`src/rtl/gpb_pkg.sv`:
```
// gpb_pkg: register map, port shapes, reset values and timing for the port bank
package gpb_pkg;

  // ----------------------------------------------------------------
  // register byte offsets
  // ----------------------------------------------------------------
  localparam logic [7:0] GPB_OFS_DATA = 8'h00;
  localparam logic [7:0] GPB_OFS_OE = 8'h04;
  localparam logic [7:0] GPB_OFS_FS1 = 8'h08;
  localparam logic [7:0] GPB_OFS_FS2 = 8'h0C;
  localparam logic [7:0] GPB_OFS_FS3 = 8'h10;
  localparam logic [7:0] GPB_OFS_OD = 8'h28;
  localparam logic [7:0] GPB_OFS_PU = 8'h2C;
  localparam logic [7:0] GPB_OFS_PD = 8'h30;
  localparam logic [7:0] GPB_OFS_IE = 8'h38;

  // ----------------------------------------------------------------
  // field layout and reset values
  // ----------------------------------------------------------------
  localparam int GPB_PIN_LSB = 0;
  localparam int GPB_PIN_MSB = 7;
  localparam logic [7:0] GPB_RST_DATA = 8'h00;
  localparam logic [7:0] GPB_RST_OE = 8'h00;
  localparam logic [7:0] GPB_RST_FS = 8'h00;
  localparam logic [7:0] GPB_RST_OD = 8'h00;
  localparam logic [7:0] GPB_RST_PU = 8'h00;
  localparam logic [7:0] GPB_RST_PD = 8'h00;
  localparam logic [7:0] GPB_RST_IE = 8'h00;

  // ----------------------------------------------------------------
  // per-port shape, index 0..10 for the eleven ports
  // ----------------------------------------------------------------
  localparam int GPB_NUM_PORTS = 11;
  typedef logic [7:0] gpb_mask_t [GPB_NUM_PORTS];
  localparam gpb_mask_t GPB_PIN_MASK = '{8'hFF, 8'hFF, 8'hFF, 8'hFF,
    8'hFF, 8'h03, 8'h01, 8'h3F, 8'h7F, 8'h3F, 8'h03};
  // input-only pins have no output driver bits
  localparam gpb_mask_t GPB_OUT_MASK = '{8'hFF, 8'hFF, 8'hFF, 8'hFF,
    8'hFF, 8'h03, 8'h01, 8'h3F, 8'h7F, 8'h1F, 8'h03};
  localparam gpb_mask_t GPB_FS1_MASK = '{8'hFF, 8'hFF, 8'hFF, 8'hFF,
    8'hFF, 8'h02, 8'h01, 8'h3F, 8'h7F, 8'h3F, 8'h03};
  localparam gpb_mask_t GPB_FS2_MASK = '{8'h00, 8'h00, 8'h00, 8'h00,
    8'hFC, 8'h00, 8'h01, 8'h2D, 8'h45, 8'h34, 8'h00};
  localparam gpb_mask_t GPB_FS3_MASK = '{8'h00, 8'h00, 8'h00, 8'h00,
    8'h08, 8'h00, 8'h00, 8'h24, 8'h44, 8'h00, 8'h00};
  // interrupt pins that carry the input noise filter
  localparam gpb_mask_t GPB_FLT_MASK = '{8'h00, 8'h00, 8'h00, 8'h00,
    8'h00, 8'h02, 8'h01, 8'h00, 8'h00, 8'h04, 8'h01};

  // ----------------------------------------------------------------
  // timing
  // ----------------------------------------------------------------
  localparam int GPB_CLK_PS = 5000;
  localparam int GPB_FILT_NS = 30;
  localparam int GPB_FILT_CYC = (GPB_FILT_NS * 1000 + GPB_CLK_PS - 1) /
    GPB_CLK_PS;

endpackage

```
`src/rtl/gpb_port.sv`:
```
// gpb_port: one general-purpose port with wishbone registers and pin logic
// What this block does
// - data register bits 7-0 read/write, drive the pins as port outputs
// - every register is 32 bits, unimplemented upper bits read zero
// - implemented bits and function registers depend on the chosen port
// - output enable bit one turns on the pin driver, zero turns it off
// - input enable has its own register, separate from output enable
// - input enable bit one passes the pin input, zero blocks it
// - one function register per function; one routes pin to function
// - open-drain bit with output one turns the driver off
// - pull-up bit one enables the pin pull-up
// - pull-down bit one enables the pin pull-down
// - filtered interrupt pins reject pulses shorter than about 30 ns
// - interrupt input active when input enabled, except in stop mode
// - writes to unimplemented bits do nothing, those bits read zero
`timescale 1ns/1ps
`default_nettype none

module gpb_port #(
  parameter int PORT_ID = 0
) (
  input wire logic clk_i,
  input wire logic rst_i,
  input wire logic ce_i,
  input wire logic wb_cyc_i,
  input wire logic wb_stb_i,
  input wire logic wb_we_i,
  input wire logic [7:0] wb_adr_i,
  input wire logic [3:0] wb_sel_i,
  input wire logic [31:0] wb_dat_i,
  output logic [31:0] wb_dat_o,
  output logic wb_ack_o,
  input wire logic stop_i,
  input wire logic [7:0] pin_i,
  output logic [7:0] pin_o,
  output logic [7:0] pin_oe_o,
  output logic [7:0] pullup_en_o,
  output logic [7:0] pulldown_en_o,
  input wire logic [7:0] fn1_dout_i,
  input wire logic [7:0] fn2_dout_i,
  input wire logic [7:0] fn3_dout_i,
  output logic [7:0] fn1_sel_o,
  output logic [7:0] fn2_sel_o,
  output logic [7:0] fn3_sel_o,
  output logic [7:0] pin_in_o,
  output logic [7:0] int_o
);

  localparam logic [7:0] PMASK = gpb_pkg::GPB_PIN_MASK[PORT_ID];
  localparam logic [7:0] OMASK = gpb_pkg::GPB_OUT_MASK[PORT_ID];
  localparam logic [7:0] F1MASK = gpb_pkg::GPB_FS1_MASK[PORT_ID];
  localparam logic [7:0] F2MASK = gpb_pkg::GPB_FS2_MASK[PORT_ID];
  localparam logic [7:0] F3MASK = gpb_pkg::GPB_FS3_MASK[PORT_ID];
  localparam logic [7:0] FMASK = gpb_pkg::GPB_FLT_MASK[PORT_ID];
  localparam int FCYC = gpb_pkg::GPB_FILT_CYC;
  localparam logic [3:0] FCNT_MAX = 4'(FCYC - 1);

  // ----------------------------------------------------------------
  // register file
  // ----------------------------------------------------------------
  logic [7:0] data_q, oe_q, fs1_q, fs2_q, fs3_q, od_q, pu_q, pd_q, ie_q;
  logic [7:0] next_data, next_oe, next_fs1, next_fs2, next_fs3;
  logic [7:0] next_od, next_pu, next_pd, next_ie;
  logic [31:0] next_rdat;
  logic next_ack;
  logic wr_en;
  logic [7:0] wd;
  logic [7:0] sync1, sync2, flt, any_fn, rd_data;

  assign wr_en = wb_cyc_i & wb_stb_i & wb_we_i & ~wb_ack_o & wb_sel_i[0];
  assign wd = wb_dat_i[gpb_pkg::GPB_PIN_MSB:gpb_pkg::GPB_PIN_LSB];
  assign any_fn = fs1_q | fs2_q | fs3_q;
  // port-mode pins with input open show the live pin, others the latch
  assign rd_data = (ie_q & ~any_fn & sync2) | (~(ie_q & ~any_fn) & data_q);

  always_comb begin
    next_data = data_q;
    next_oe = oe_q;
    next_fs1 = fs1_q;
    next_fs2 = fs2_q;
    next_fs3 = fs3_q;
    next_od = od_q;
    next_pu = pu_q;
    next_pd = pd_q;
    next_ie = ie_q;
    next_ack = wb_cyc_i & wb_stb_i & ~wb_ack_o;
    next_rdat = '0;
    if (wr_en) begin
      // masks drop writes to bits this port does not have
      case (wb_adr_i)
        gpb_pkg::GPB_OFS_DATA: next_data = wd & PMASK;
        gpb_pkg::GPB_OFS_OE: next_oe = wd & OMASK;
        gpb_pkg::GPB_OFS_FS1: next_fs1 = wd & F1MASK;
        gpb_pkg::GPB_OFS_FS2: next_fs2 = wd & F2MASK;
        gpb_pkg::GPB_OFS_FS3: next_fs3 = wd & F3MASK;
        gpb_pkg::GPB_OFS_OD: next_od = wd & OMASK;
        gpb_pkg::GPB_OFS_PU: next_pu = wd & OMASK;
        gpb_pkg::GPB_OFS_PD: next_pd = wd & OMASK;
        gpb_pkg::GPB_OFS_IE: next_ie = wd & PMASK;
        default: next_data = data_q;
      endcase
    end
    if (next_ack && !wb_we_i) begin
      // upper 24 bits stay zero; unmapped offsets read all zero
      case (wb_adr_i)
        gpb_pkg::GPB_OFS_DATA: next_rdat[7:0] = rd_data;
        gpb_pkg::GPB_OFS_OE: next_rdat[7:0] = oe_q;
        gpb_pkg::GPB_OFS_FS1: next_rdat[7:0] = fs1_q;
        gpb_pkg::GPB_OFS_FS2: next_rdat[7:0] = fs2_q;
        gpb_pkg::GPB_OFS_FS3: next_rdat[7:0] = fs3_q;
        gpb_pkg::GPB_OFS_OD: next_rdat[7:0] = od_q;
        gpb_pkg::GPB_OFS_PU: next_rdat[7:0] = pu_q;
        gpb_pkg::GPB_OFS_PD: next_rdat[7:0] = pd_q;
        gpb_pkg::GPB_OFS_IE: next_rdat[7:0] = ie_q;
        default: next_rdat = '0;
      endcase
    end
  end

  always_ff @(posedge clk_i) begin
    if (rst_i) begin
      data_q <= gpb_pkg::GPB_RST_DATA;
      oe_q <= gpb_pkg::GPB_RST_OE;
      fs1_q <= gpb_pkg::GPB_RST_FS;
      fs2_q <= gpb_pkg::GPB_RST_FS;
      fs3_q <= gpb_pkg::GPB_RST_FS;
      od_q <= gpb_pkg::GPB_RST_OD;
      pu_q <= gpb_pkg::GPB_RST_PU;
      pd_q <= gpb_pkg::GPB_RST_PD;
      ie_q <= gpb_pkg::GPB_RST_IE;
      wb_ack_o <= 1'b0;
      wb_dat_o <= '0;
    end else if (ce_i) begin
      data_q <= next_data;
      oe_q <= next_oe;
      fs1_q <= next_fs1;
      fs2_q <= next_fs2;
      fs3_q <= next_fs3;
      od_q <= next_od;
      pu_q <= next_pu;
      pd_q <= next_pd;
      ie_q <= next_ie;
      wb_ack_o <= next_ack;
      wb_dat_o <= next_rdat;
    end
  end

  // ----------------------------------------------------------------
  // pin output path
  // ----------------------------------------------------------------
  logic [7:0] out_val;
  // fn1 wins if software breaks the one-function-per-pin limit
  assign out_val = (fs1_q & fn1_dout_i) | (~fs1_q & fs2_q & fn2_dout_i) |
    (~fs1_q & ~fs2_q & fs3_q & fn3_dout_i) | (~any_fn & data_q);
  assign pin_o = out_val;
  assign pin_oe_o = oe_q & ~(od_q & out_val);
  assign pullup_en_o = pu_q;
  assign pulldown_en_o = pd_q;
  assign fn1_sel_o = fs1_q;
  assign fn2_sel_o = fs2_q;
  assign fn3_sel_o = fs3_q;
  assign pin_in_o = sync2 & ie_q;
  // interrupt taps ignore function select; stop mode shuts them off
  assign int_o = flt & ie_q & FMASK & {8{~stop_i}};

  // ----------------------------------------------------------------
  // input synchroniser and noise filter, one slice per pin
  // ----------------------------------------------------------------
  genvar g;
  generate
    for (g = 0; g < 8; g++) begin : g_pin
      logic [3:0] cnt, next_cnt;
      logic next_flt;
      always_comb begin
        next_cnt = 4'h0;
        next_flt = flt[g];
        if (!FMASK[g]) begin
          next_flt = sync2[g];
        end else if (sync2[g] != flt[g]) begin
          // level must hold the whole window before it is believed
          if (cnt == FCNT_MAX) begin
            next_flt = sync2[g];
          end else begin
            next_cnt = cnt + 4'h1;
          end
        end
      end
      always_ff @(posedge clk_i) begin
        if (rst_i) begin
          sync1[g] <= 1'b0;
          sync2[g] <= 1'b0;
          flt[g] <= 1'b0;
          cnt <= 4'h0;
        end else if (ce_i) begin
          sync1[g] <= pin_i[g];
          sync2[g] <= sync1[g];
          flt[g] <= next_flt;
          cnt <= next_cnt;
        end
      end
      a_filter_hold: assert property (
        @(posedge clk_i) disable iff (rst_i)
        (FMASK[g] && cnt != FCNT_MAX) |=> $stable(flt[g]))
        else $error("filtered input changed before window elapsed");
      a_filter_take: assert property (
        @(posedge clk_i) disable iff (rst_i)
        (FMASK[g] && ce_i && cnt == FCNT_MAX && sync2[g] != flt[g])
        |=> flt[g] == $past(sync2[g]))
        else $error("filtered input not taken after window");
      a_cnt_clear: assert property (
        @(posedge clk_i) disable iff (rst_i)
        (ce_i && sync2[g] == flt[g]) |=> cnt == 4'h0)
        else $error("filter window count not cleared");
      a_filter_pass: assert property (
        @(posedge clk_i) disable iff (rst_i)
        (!FMASK[g] && ce_i) |=> flt[g] == $past(sync2[g]))
        else $error("unfiltered input did not follow pin");
    end
  endgenerate

  // ----------------------------------------------------------------
  // checks
  // ----------------------------------------------------------------
  a_data_write: assert property (@(posedge clk_i) disable iff (rst_i)
    (ce_i && wr_en && wb_adr_i == gpb_pkg::GPB_OFS_DATA)
    |=> data_q == ($past(wd) & PMASK))
    else $error("data register did not take written value");
  a_upper_zero: assert property (@(posedge clk_i) disable iff (rst_i)
    wb_ack_o |-> wb_dat_o[31:8] == 24'h000000)
    else $error("upper read bits not zero");
  a_unimpl_zero: assert property (@(posedge clk_i) disable iff (rst_i)
    (data_q & ~PMASK) == 8'h00 && (fs2_q & ~F2MASK) == 8'h00
    && (ie_q & ~PMASK) == 8'h00)
    else $error("unimplemented bit got set");
  a_oe_gate: assert property (@(posedge clk_i) disable iff (rst_i)
    (pin_oe_o & ~oe_q) == 8'h00)
    else $error("driver on without output enable");
  a_od_release: assert property (@(posedge clk_i) disable iff (rst_i)
    (pin_oe_o & od_q & pin_o) == 8'h00 &&
    (pin_oe_o | od_q | ~oe_q) == 8'hFF)
    else $error("open-drain drive wrong");
  a_in_block: assert property (@(posedge clk_i) disable iff (rst_i)
    (pin_in_o & ~ie_q) == 8'h00)
    else $error("input passed while disabled");
  a_pull_follow: assert property (
    @(posedge clk_i) disable iff (rst_i)
    pullup_en_o == pu_q && pulldown_en_o == pd_q)
    else $error("pull enables do not follow registers");
  a_fn_route: assert property (@(posedge clk_i) disable iff (rst_i)
    (fs1_q & (pin_o ^ fn1_dout_i)) == 8'h00)
    else $error("function pin not routed");
  a_irq_stop: assert property (@(posedge clk_i) disable iff (rst_i)
    stop_i |-> int_o == 8'h00)
    else $error("interrupt active in stop mode");
  a_read_pin: assert property (@(posedge clk_i) disable iff (rst_i)
    (ce_i && wb_cyc_i && wb_stb_i && !wb_ack_o && !wb_we_i &&
    wb_adr_i == gpb_pkg::GPB_OFS_DATA) |=> wb_dat_o[7:0] == $past(rd_data))
    else $error("data read mismatch");
  a_ack_next: assert property (@(posedge clk_i) disable iff (rst_i)
    (ce_i && wb_cyc_i && wb_stb_i && !wb_ack_o) |=> wb_ack_o)
    else $error("request not acknowledged next cycle");
  a_ack_pulse: assert property (@(posedge clk_i) disable iff (rst_i)
    (ce_i && wb_ack_o) |=> !wb_ack_o)
    else $error("acknowledge held longer than one cycle");
  a_ce_freeze: assert property (@(posedge clk_i) disable iff (rst_i)
    !ce_i |=> $stable(wb_ack_o) && $stable(data_q) && $stable(oe_q)
    && $stable(ie_q) && $stable(sync2) && $stable(flt))
    else $error("state moved while clock enable low");
  a_oe_write: assert property (@(posedge clk_i) disable iff (rst_i)
    (ce_i && wr_en && wb_adr_i == gpb_pkg::GPB_OFS_OE)
    |=> oe_q == ($past(wd) & OMASK))
    else $error("output enable did not take written value");
  a_ie_write: assert property (@(posedge clk_i) disable iff (rst_i)
    (ce_i && wr_en && wb_adr_i == gpb_pkg::GPB_OFS_IE)
    |=> ie_q == ($past(wd) & PMASK))
    else $error("input enable did not take written value");
  a_od_write: assert property (@(posedge clk_i) disable iff (rst_i)
    (ce_i && wr_en && wb_adr_i == gpb_pkg::GPB_OFS_OD)
    |=> od_q == ($past(wd) & OMASK))
    else $error("open-drain did not take written value");
  a_pu_write: assert property (@(posedge clk_i) disable iff (rst_i)
    (ce_i && wr_en && wb_adr_i == gpb_pkg::GPB_OFS_PU)
    |=> pu_q == ($past(wd) & OMASK))
    else $error("pull-up did not take written value");
  a_pd_write: assert property (@(posedge clk_i) disable iff (rst_i)
    (ce_i && wr_en && wb_adr_i == gpb_pkg::GPB_OFS_PD)
    |=> pd_q == ($past(wd) & OMASK))
    else $error("pull-down did not take written value");
  a_fs1_write: assert property (@(posedge clk_i) disable iff (rst_i)
    (ce_i && wr_en && wb_adr_i == gpb_pkg::GPB_OFS_FS1)
    |=> fs1_q == ($past(wd) & F1MASK))
    else $error("function select did not take written value");
  a_sel_ignore: assert property (@(posedge clk_i) disable iff (rst_i)
    (ce_i && wb_cyc_i && wb_stb_i && wb_we_i && !wb_ack_o &&
    !wb_sel_i[0]) |=> $stable(data_q) && $stable(oe_q) && $stable(ie_q))
    else $error("write without byte enable changed a register");
  a_irq_live: assert property (@(posedge clk_i) disable iff (rst_i)
    !stop_i |-> int_o == (flt & ie_q & FMASK))
    else $error("interrupt tap does not follow enabled input");
  a_in_pass: assert property (@(posedge clk_i) disable iff (rst_i)
    pin_in_o == (sync2 & ie_q))
    else $error("input path does not follow enabled pin");

endmodule

`default_nettype wire

```
`config.mk`:
```
export PLATFORM = sky130hd
export DESIGN_NAME = gpb_port
export DESIGN_NICKNAME = d
export VERILOG_FILES = /design/src/rtl/gpb_pkg.sv /design/src/rtl/gpb_port.sv
export SDC_FILE = /design/constraint.sdc
export NUM_CORES = 1
export LEC_CHECK = 0
export BUFFER_PORTS_ARGS = -buffer_cell sky130_fd_sc_hd__buf_2
export CAP_MARGIN = 10
export CELL_PAD_IN_SITES_DETAIL_PLACEMENT = 0
export CELL_PAD_IN_SITES_GLOBAL_PLACEMENT = 1
export CORE_MARGIN = 1
export CORE_UTILIZATION = 35
export DETAILED_ROUTE_END_ITERATION = 12
export PLACE_DENSITY = 0.87
export SETUP_SLACK_MARGIN = 0.15
export SYNTH_ARGS = -nofsm -noshare
export SYNTH_HDL_FRONTEND = slang
export SYNTH_SLANG_ARGS = --single-unit
```
`constraint.sdc`:
```
create_clock -name clk_i -period 1.76 [get_ports clk_i]
set_input_delay 0.176 -clock clk_i [delete_from_list [all_inputs] [get_ports clk_i]]
set_output_delay 0.176 -clock clk_i [all_outputs]
set_load 0.01 [all_outputs]
```
# After elaboration in Yosys (flattened, before gate mapping)
# Index checks and enable logic that the tools add are counted.
# totals
register_bits	105
latch_bits	0
ramBits	0
mem_bits_ro	0
in_bits	83
out_inout_bits	105
wordCells	62
mem_count	0
# op_classes
add_sub_neg	0
mul	0
n_div	0
magnitude_cmp	0
eq_ne	6
n_shift	0
n_mux	2
n_bitwise	19
reduce_logical	10
# op_table
op	count
8-bit AND	8
8-bit case mux with 7 select lines	1
8-bit by 6-bit == test with 1-bit output (second input constant)	4
8-bit inverter	3
3-bit AND reduction	7
8-bit bitwise OR	2
8-bit by 3-bit == test with 1-bit output (second input constant)	1
8-bit by 4-bit == test with 1-bit output (second input constant)	1
8-bit zero test	1
8-bit two-way mux	1
1-bit AND	5
1-bit logical AND	1
1-bit zero test	1
1-bit inverter	1

# Longest topological paths before layout
# logic_depth
ltp_word	7
depth_mapped	7
ltp_nobuf	5

# Least setup slack after synthesis
# Ideal clock, no wire load.
# synth_timing
path_type	flip-flop to flip-flop
from	register wb_ack_o
to	register pu_q[0] (netlist: pullup_en_o[0])
setup_time_ns	0.128
arrival_ns	1.369
required_time_ns	1.632
setup_slack_ns	0.263
stages_incl_launch_ff	7
n_path_buf	1
synth_period_minus_slack_ns	1.497
path_cell_list	dfxtp_1 > and4b_1 > and3_1 > buf_4 > nand4_4 > mux2i_1 > nor2_1
# synth_between
elab_chain_len	4
# synth_rtl
element	line_no	source
start: declaration	gpb_port.sv:32	output logic wb_ack_o,
start signal: assignment	gpb_port.sv:143	wb_ack_o <= next_ack;
1-bit inverter	gpb_port.sv:70	assign wr_en = wb_cyc_i & wb_stb_i & wb_we_i & ~wb_ack_o & wb_sel_i[0];
1-bit AND (2 in series)	gpb_port.sv:70	
3-bit AND reduction (no line)	n/a	
end signal: assignment	gpb_port.sv:128	pu_q <= gpb_pkg::GPB_RST_PU;
end signal: assignment	gpb_port.sv:140	pu_q <= next_pu;
end: declaration	gpb_port.sv:61	logic [7:0] data_q, oe_q, fs1_q, fs2_q, fs3_q, od_q, pu_q, pd_q, ie_q;
# Every way passes these cells.
# A chain may end at the register's enable or synchronous reset.

# Worst setup path in the final report
# layout_timing
from	register wb_ack_o
to	register pu_q[4] (netlist: pullup_en_o[4])
# Same word-level chain as after synthesis.

==> flow_metrics.env <==
export IMPL_status="complete, but fails checks"
export IMPL_syn_avg_cell_area_um2=9.60
export IMPL_rsz0062_at_grt="true"
export IMPL_htreeDepth=3
export IMPL_r2r_slack_ns=0.13
export IMPL_dp_hpwl_mm=8.53
export IMPL_synth_area_leaders="dfxtp_1 (38%), mux2i_1 (20%), buf_4 (9.4%)"
export IMPL_violations="design-rule violations"
export IMPL_hold_viol_final=0
export IMPL_place_ws_ns=-0.0332
export IMPL_cts_sinks=81
export IMPL_core_um2=11600
export IMPL_final_layout_size_suffix_gt1_share_pct=32.3
export IMPL_fin_crit_sh_pct=92.7
export IMPL_io_pins=188
export IMPL_place_congestion=0.881
export IMPL_final_util_pct=44.7
export IMPL_synthDistinctLibCells=48
export IMPL_dr_pass1_iters=11
export IMPL_nNetsFinal=638
export IMPL_via_per_inst=5.04
export IMPL_cts_made_buffers=9
export IMPL_setup_viol=0
export IMPL_grt_max_degree=39
export IMPL_irDropWorstVdd_mv=0.413
export IMPL_ys_seq_elements=81
export IMPL_cts_tree="done"
export IMPL_critPathKind="register to register"
export IMPL_yosys_area_top_type_share_pct=38.2
export IMPL_cp_data_required_time_ns=1.97
export IMPL_rr_worst_depth=5
export IMPL_crit_end="pullup_en_o[4]"
export IMPL_port_buffers=95
export IMPL_antenna_found_initial=0
export IMPL_synthCells=442
export IMPL_synthTopCellsByCount="mux2i_1 (86), dfxtp_1 (81), nor2_1 (77), buf_4 (53)"
export IMPL_p_leak_nw=2.51
export IMPL_cts_buffer_depth=2
export IMPL_drt_initial_drc_count=259
export IMPL_fin_worst_skew_ns=0.00520
export IMPL_timing_rr_start="wb_ack_o"
export IMPL_crit_arrival_ns=1.84
export IMPL_die_h_um=112
export IMPL_async_flop_share_pct=0
export IMPL_hold_path_class="input pin to register"
export IMPL_r2r_end="pullup_en_o[4]"
export IMPL_timing_final_ws_setup_ns=0.128
export IMPL_max_clock_freq_mhz=613
export IMPL_powerDensity_nw_per_um2=765
export IMPL_finalWirelength_mm=11.7
export IMPL_grt_usage_pct=18.9
export IMPL_hold_buffers=0
export IMPL_critPathLaunch="wb_ack_o"
export IMPL_fp_dieW_um=112
export IMPL_synth_edf_count=0
export IMPL_num_rows=39
export IMPL_wl_per_cell_um=16.6
export IMPL_grt_pass1_vias=3428
export IMPL_via_count=3540
export IMPL_yosys_warnings=0
export IMPL_finalMaxSlewViolations=0
export IMPL_insertion_delay_ns=0.34
export IMPL_hold_path_depth=3
export IMPL_initial_core_util_pct=36.5
export IMPL_synth_area_um2=4240
export IMPL_synth_most_common_cell="mux2i_1"
export IMPL_cts_root_buf="clkbuf_16"
export IMPL_path_clk_slew_ns=0.06
export IMPL_cp_end_kind="register"
export IMPL_yosysSeqAreaShare_pct=38.2
export IMPL_maxCapViolCount=0
export IMPL_yosys_area_top_type="dfxtp_1"
export IMPL_period_needed_ns=1.63
export IMPL_ant_nets=0
export IMPL_grt_first_pass_wirelength_mm=18.2
export IMPL_drc=12
export IMPL_grt_ovfl_total=0
export IMPL_syn2layout_area_growth_pct=22.4
export IMPL_synth_top_flop_cell="dfxtp_1"
export IMPL_critPathMaxFanout=8
export IMPL_start_kind="register"
export IMPL_dieArea_um2=12600
export IMPL_antenna_cells=0
where the power goes:
part	internal (mW)	switching, mW	leakage [nW]
clock	1.10	0.719	0.139
combinational	0.100	0.201	1.71
sequential	1.85	0.0110	0.660
layout make-up:
type	instances	area, µm²
clock buffers	11	233
clock inverters	5	56.3
fillers	1139	6420
inverters	2	7.51
multi-input cells	335	2350
flip-flops and latches	81	1640
well taps	143	179
repair buffers	126	723
sequential cells by signal (all words and copies together) (netlist names):
| signal | flops |
|---|---|
| pullup_en_o | 8 |
| fn1_sel_o | 8 |
| wb_ack_o | 1 |
| sync1 | 8 |
| wb_dat_o | 8 |
| pulldown_en_o | 8 |
| ie_q | 8 |
| data_q | 8 |
| oe_q | 8 |
| g_pin.next_flt | 8 |
| od_q | 8 |
metrics by stage:
step / cell area (µm²) / TNS [ns] / instances / total power, mW / hold slack [ns]
floorplan: 4420 / 0 / 489 / 2.15 / 0.320
finish: 5190 / 0 / 703 / 3.97 / 0.0796
global route: 5190 / 0 / 703 / 4.10 / 0.0822
detailed placement: 4830 / -0.213 / 685 / 2.19 / 0.422
CTS: 5160 / 0 / 702 / 3.99 / 0.0756
global placement: 4830 / -0.0136 / 685 / 2.19 / 0.411
logic make-up after synthesis:
logic type             after synthesis  share of synthesized area (%)
other                                1                         0.0884
AOI/OAI and AO/OA                   51                           9.00
and+or+nand+nor                    140                           18.3
buffers and inverters               73                           11.4
DFF                                 81                           38.2
muxes                               96                           23.0
timing repair:
item,in CTS,in global routing
setup buffers,1,1
endpoints found under the setup margin,56,49
hold endpoints to repair,0,0
resized for setup,17,11
pin swaps,1,1
metal layers:
layer	vias to the layer above	global-route usage, %	wire length (µm)	part of all wire, %
li1	1672	-	-	-
met1	1690	24.7	5030	43
met2	166	31.2	5600	48
met3	12	4.81	927	7.9
met4	0	4.53	119	1.0
met5	-	0	0	0
worst max-delay path, cell delays in order, from the launching register on:
cell and delay [ns]:
dfxtp_2 0.32, and4b_2 0.33, and3_4 0.27, nand4_4 0.27, mux2i_1 0.25, nor2_1 0.06
worst min path at each step:
| stage | end | from | slack (ns) |
|---|---|---|---|
| after detailed placement | sync1[4] | pin_i[4] | 0.42 |
| final | sync1[4] | pin_i[4] | 0.08 |
| after floorplan | data_q[0] | wb_dat_i[0] | 0.32 |
| after CTS | sync1[4] | pin_i[4] | 0.08 |
| after global routing | sync1[2] | pin_i[2] | 0.08 |
| after global placement | sync1[3] | pin_i[3] | 0.41 |
cell usage in the layout, fill, tap and decap left out, drive strengths merged:
cell / synthesis / routed
nand4: 4 / 4
o211ai: 1 / 1
a2bb2oi: 7 / 7
a21boi: 8 / 8
mux2i: 86 / 86
or4: 2 / 2
nor2: 80 / 80
nor4b: 2 / 2
mux2: 10 / 10
conb: 1 / 48
nand2: 10 / 10
nand2b: 6 / 6
o221ai: 6 / 6
nand3: 12 / 12
and2: 10 / 10
buf: 62 / 126
a211oi: 2 / 2
nor4: 3 / 3
inv: 2 / 2
nor3b: 1 / 1
and4b: 1 / 1
clkinvlp: 0 / 1
a21oi: 9 / 9
a32o: 7 / 7
or2: 2 / 2
a22oi: 1 / 1
clkinv: 0 / 3
and3b: 1 / 1
clkbuf: 9 / 11
o21ai: 8 / 8
o2111a: 1 / 1
nor2b: 4 / 4
a31oi: 1 / 1
and3: 1 / 1
nor4bb: 1 / 1
bufinv: 0 / 1
dfxtp: 81 / 81
(Power assumes the default switching activity.)
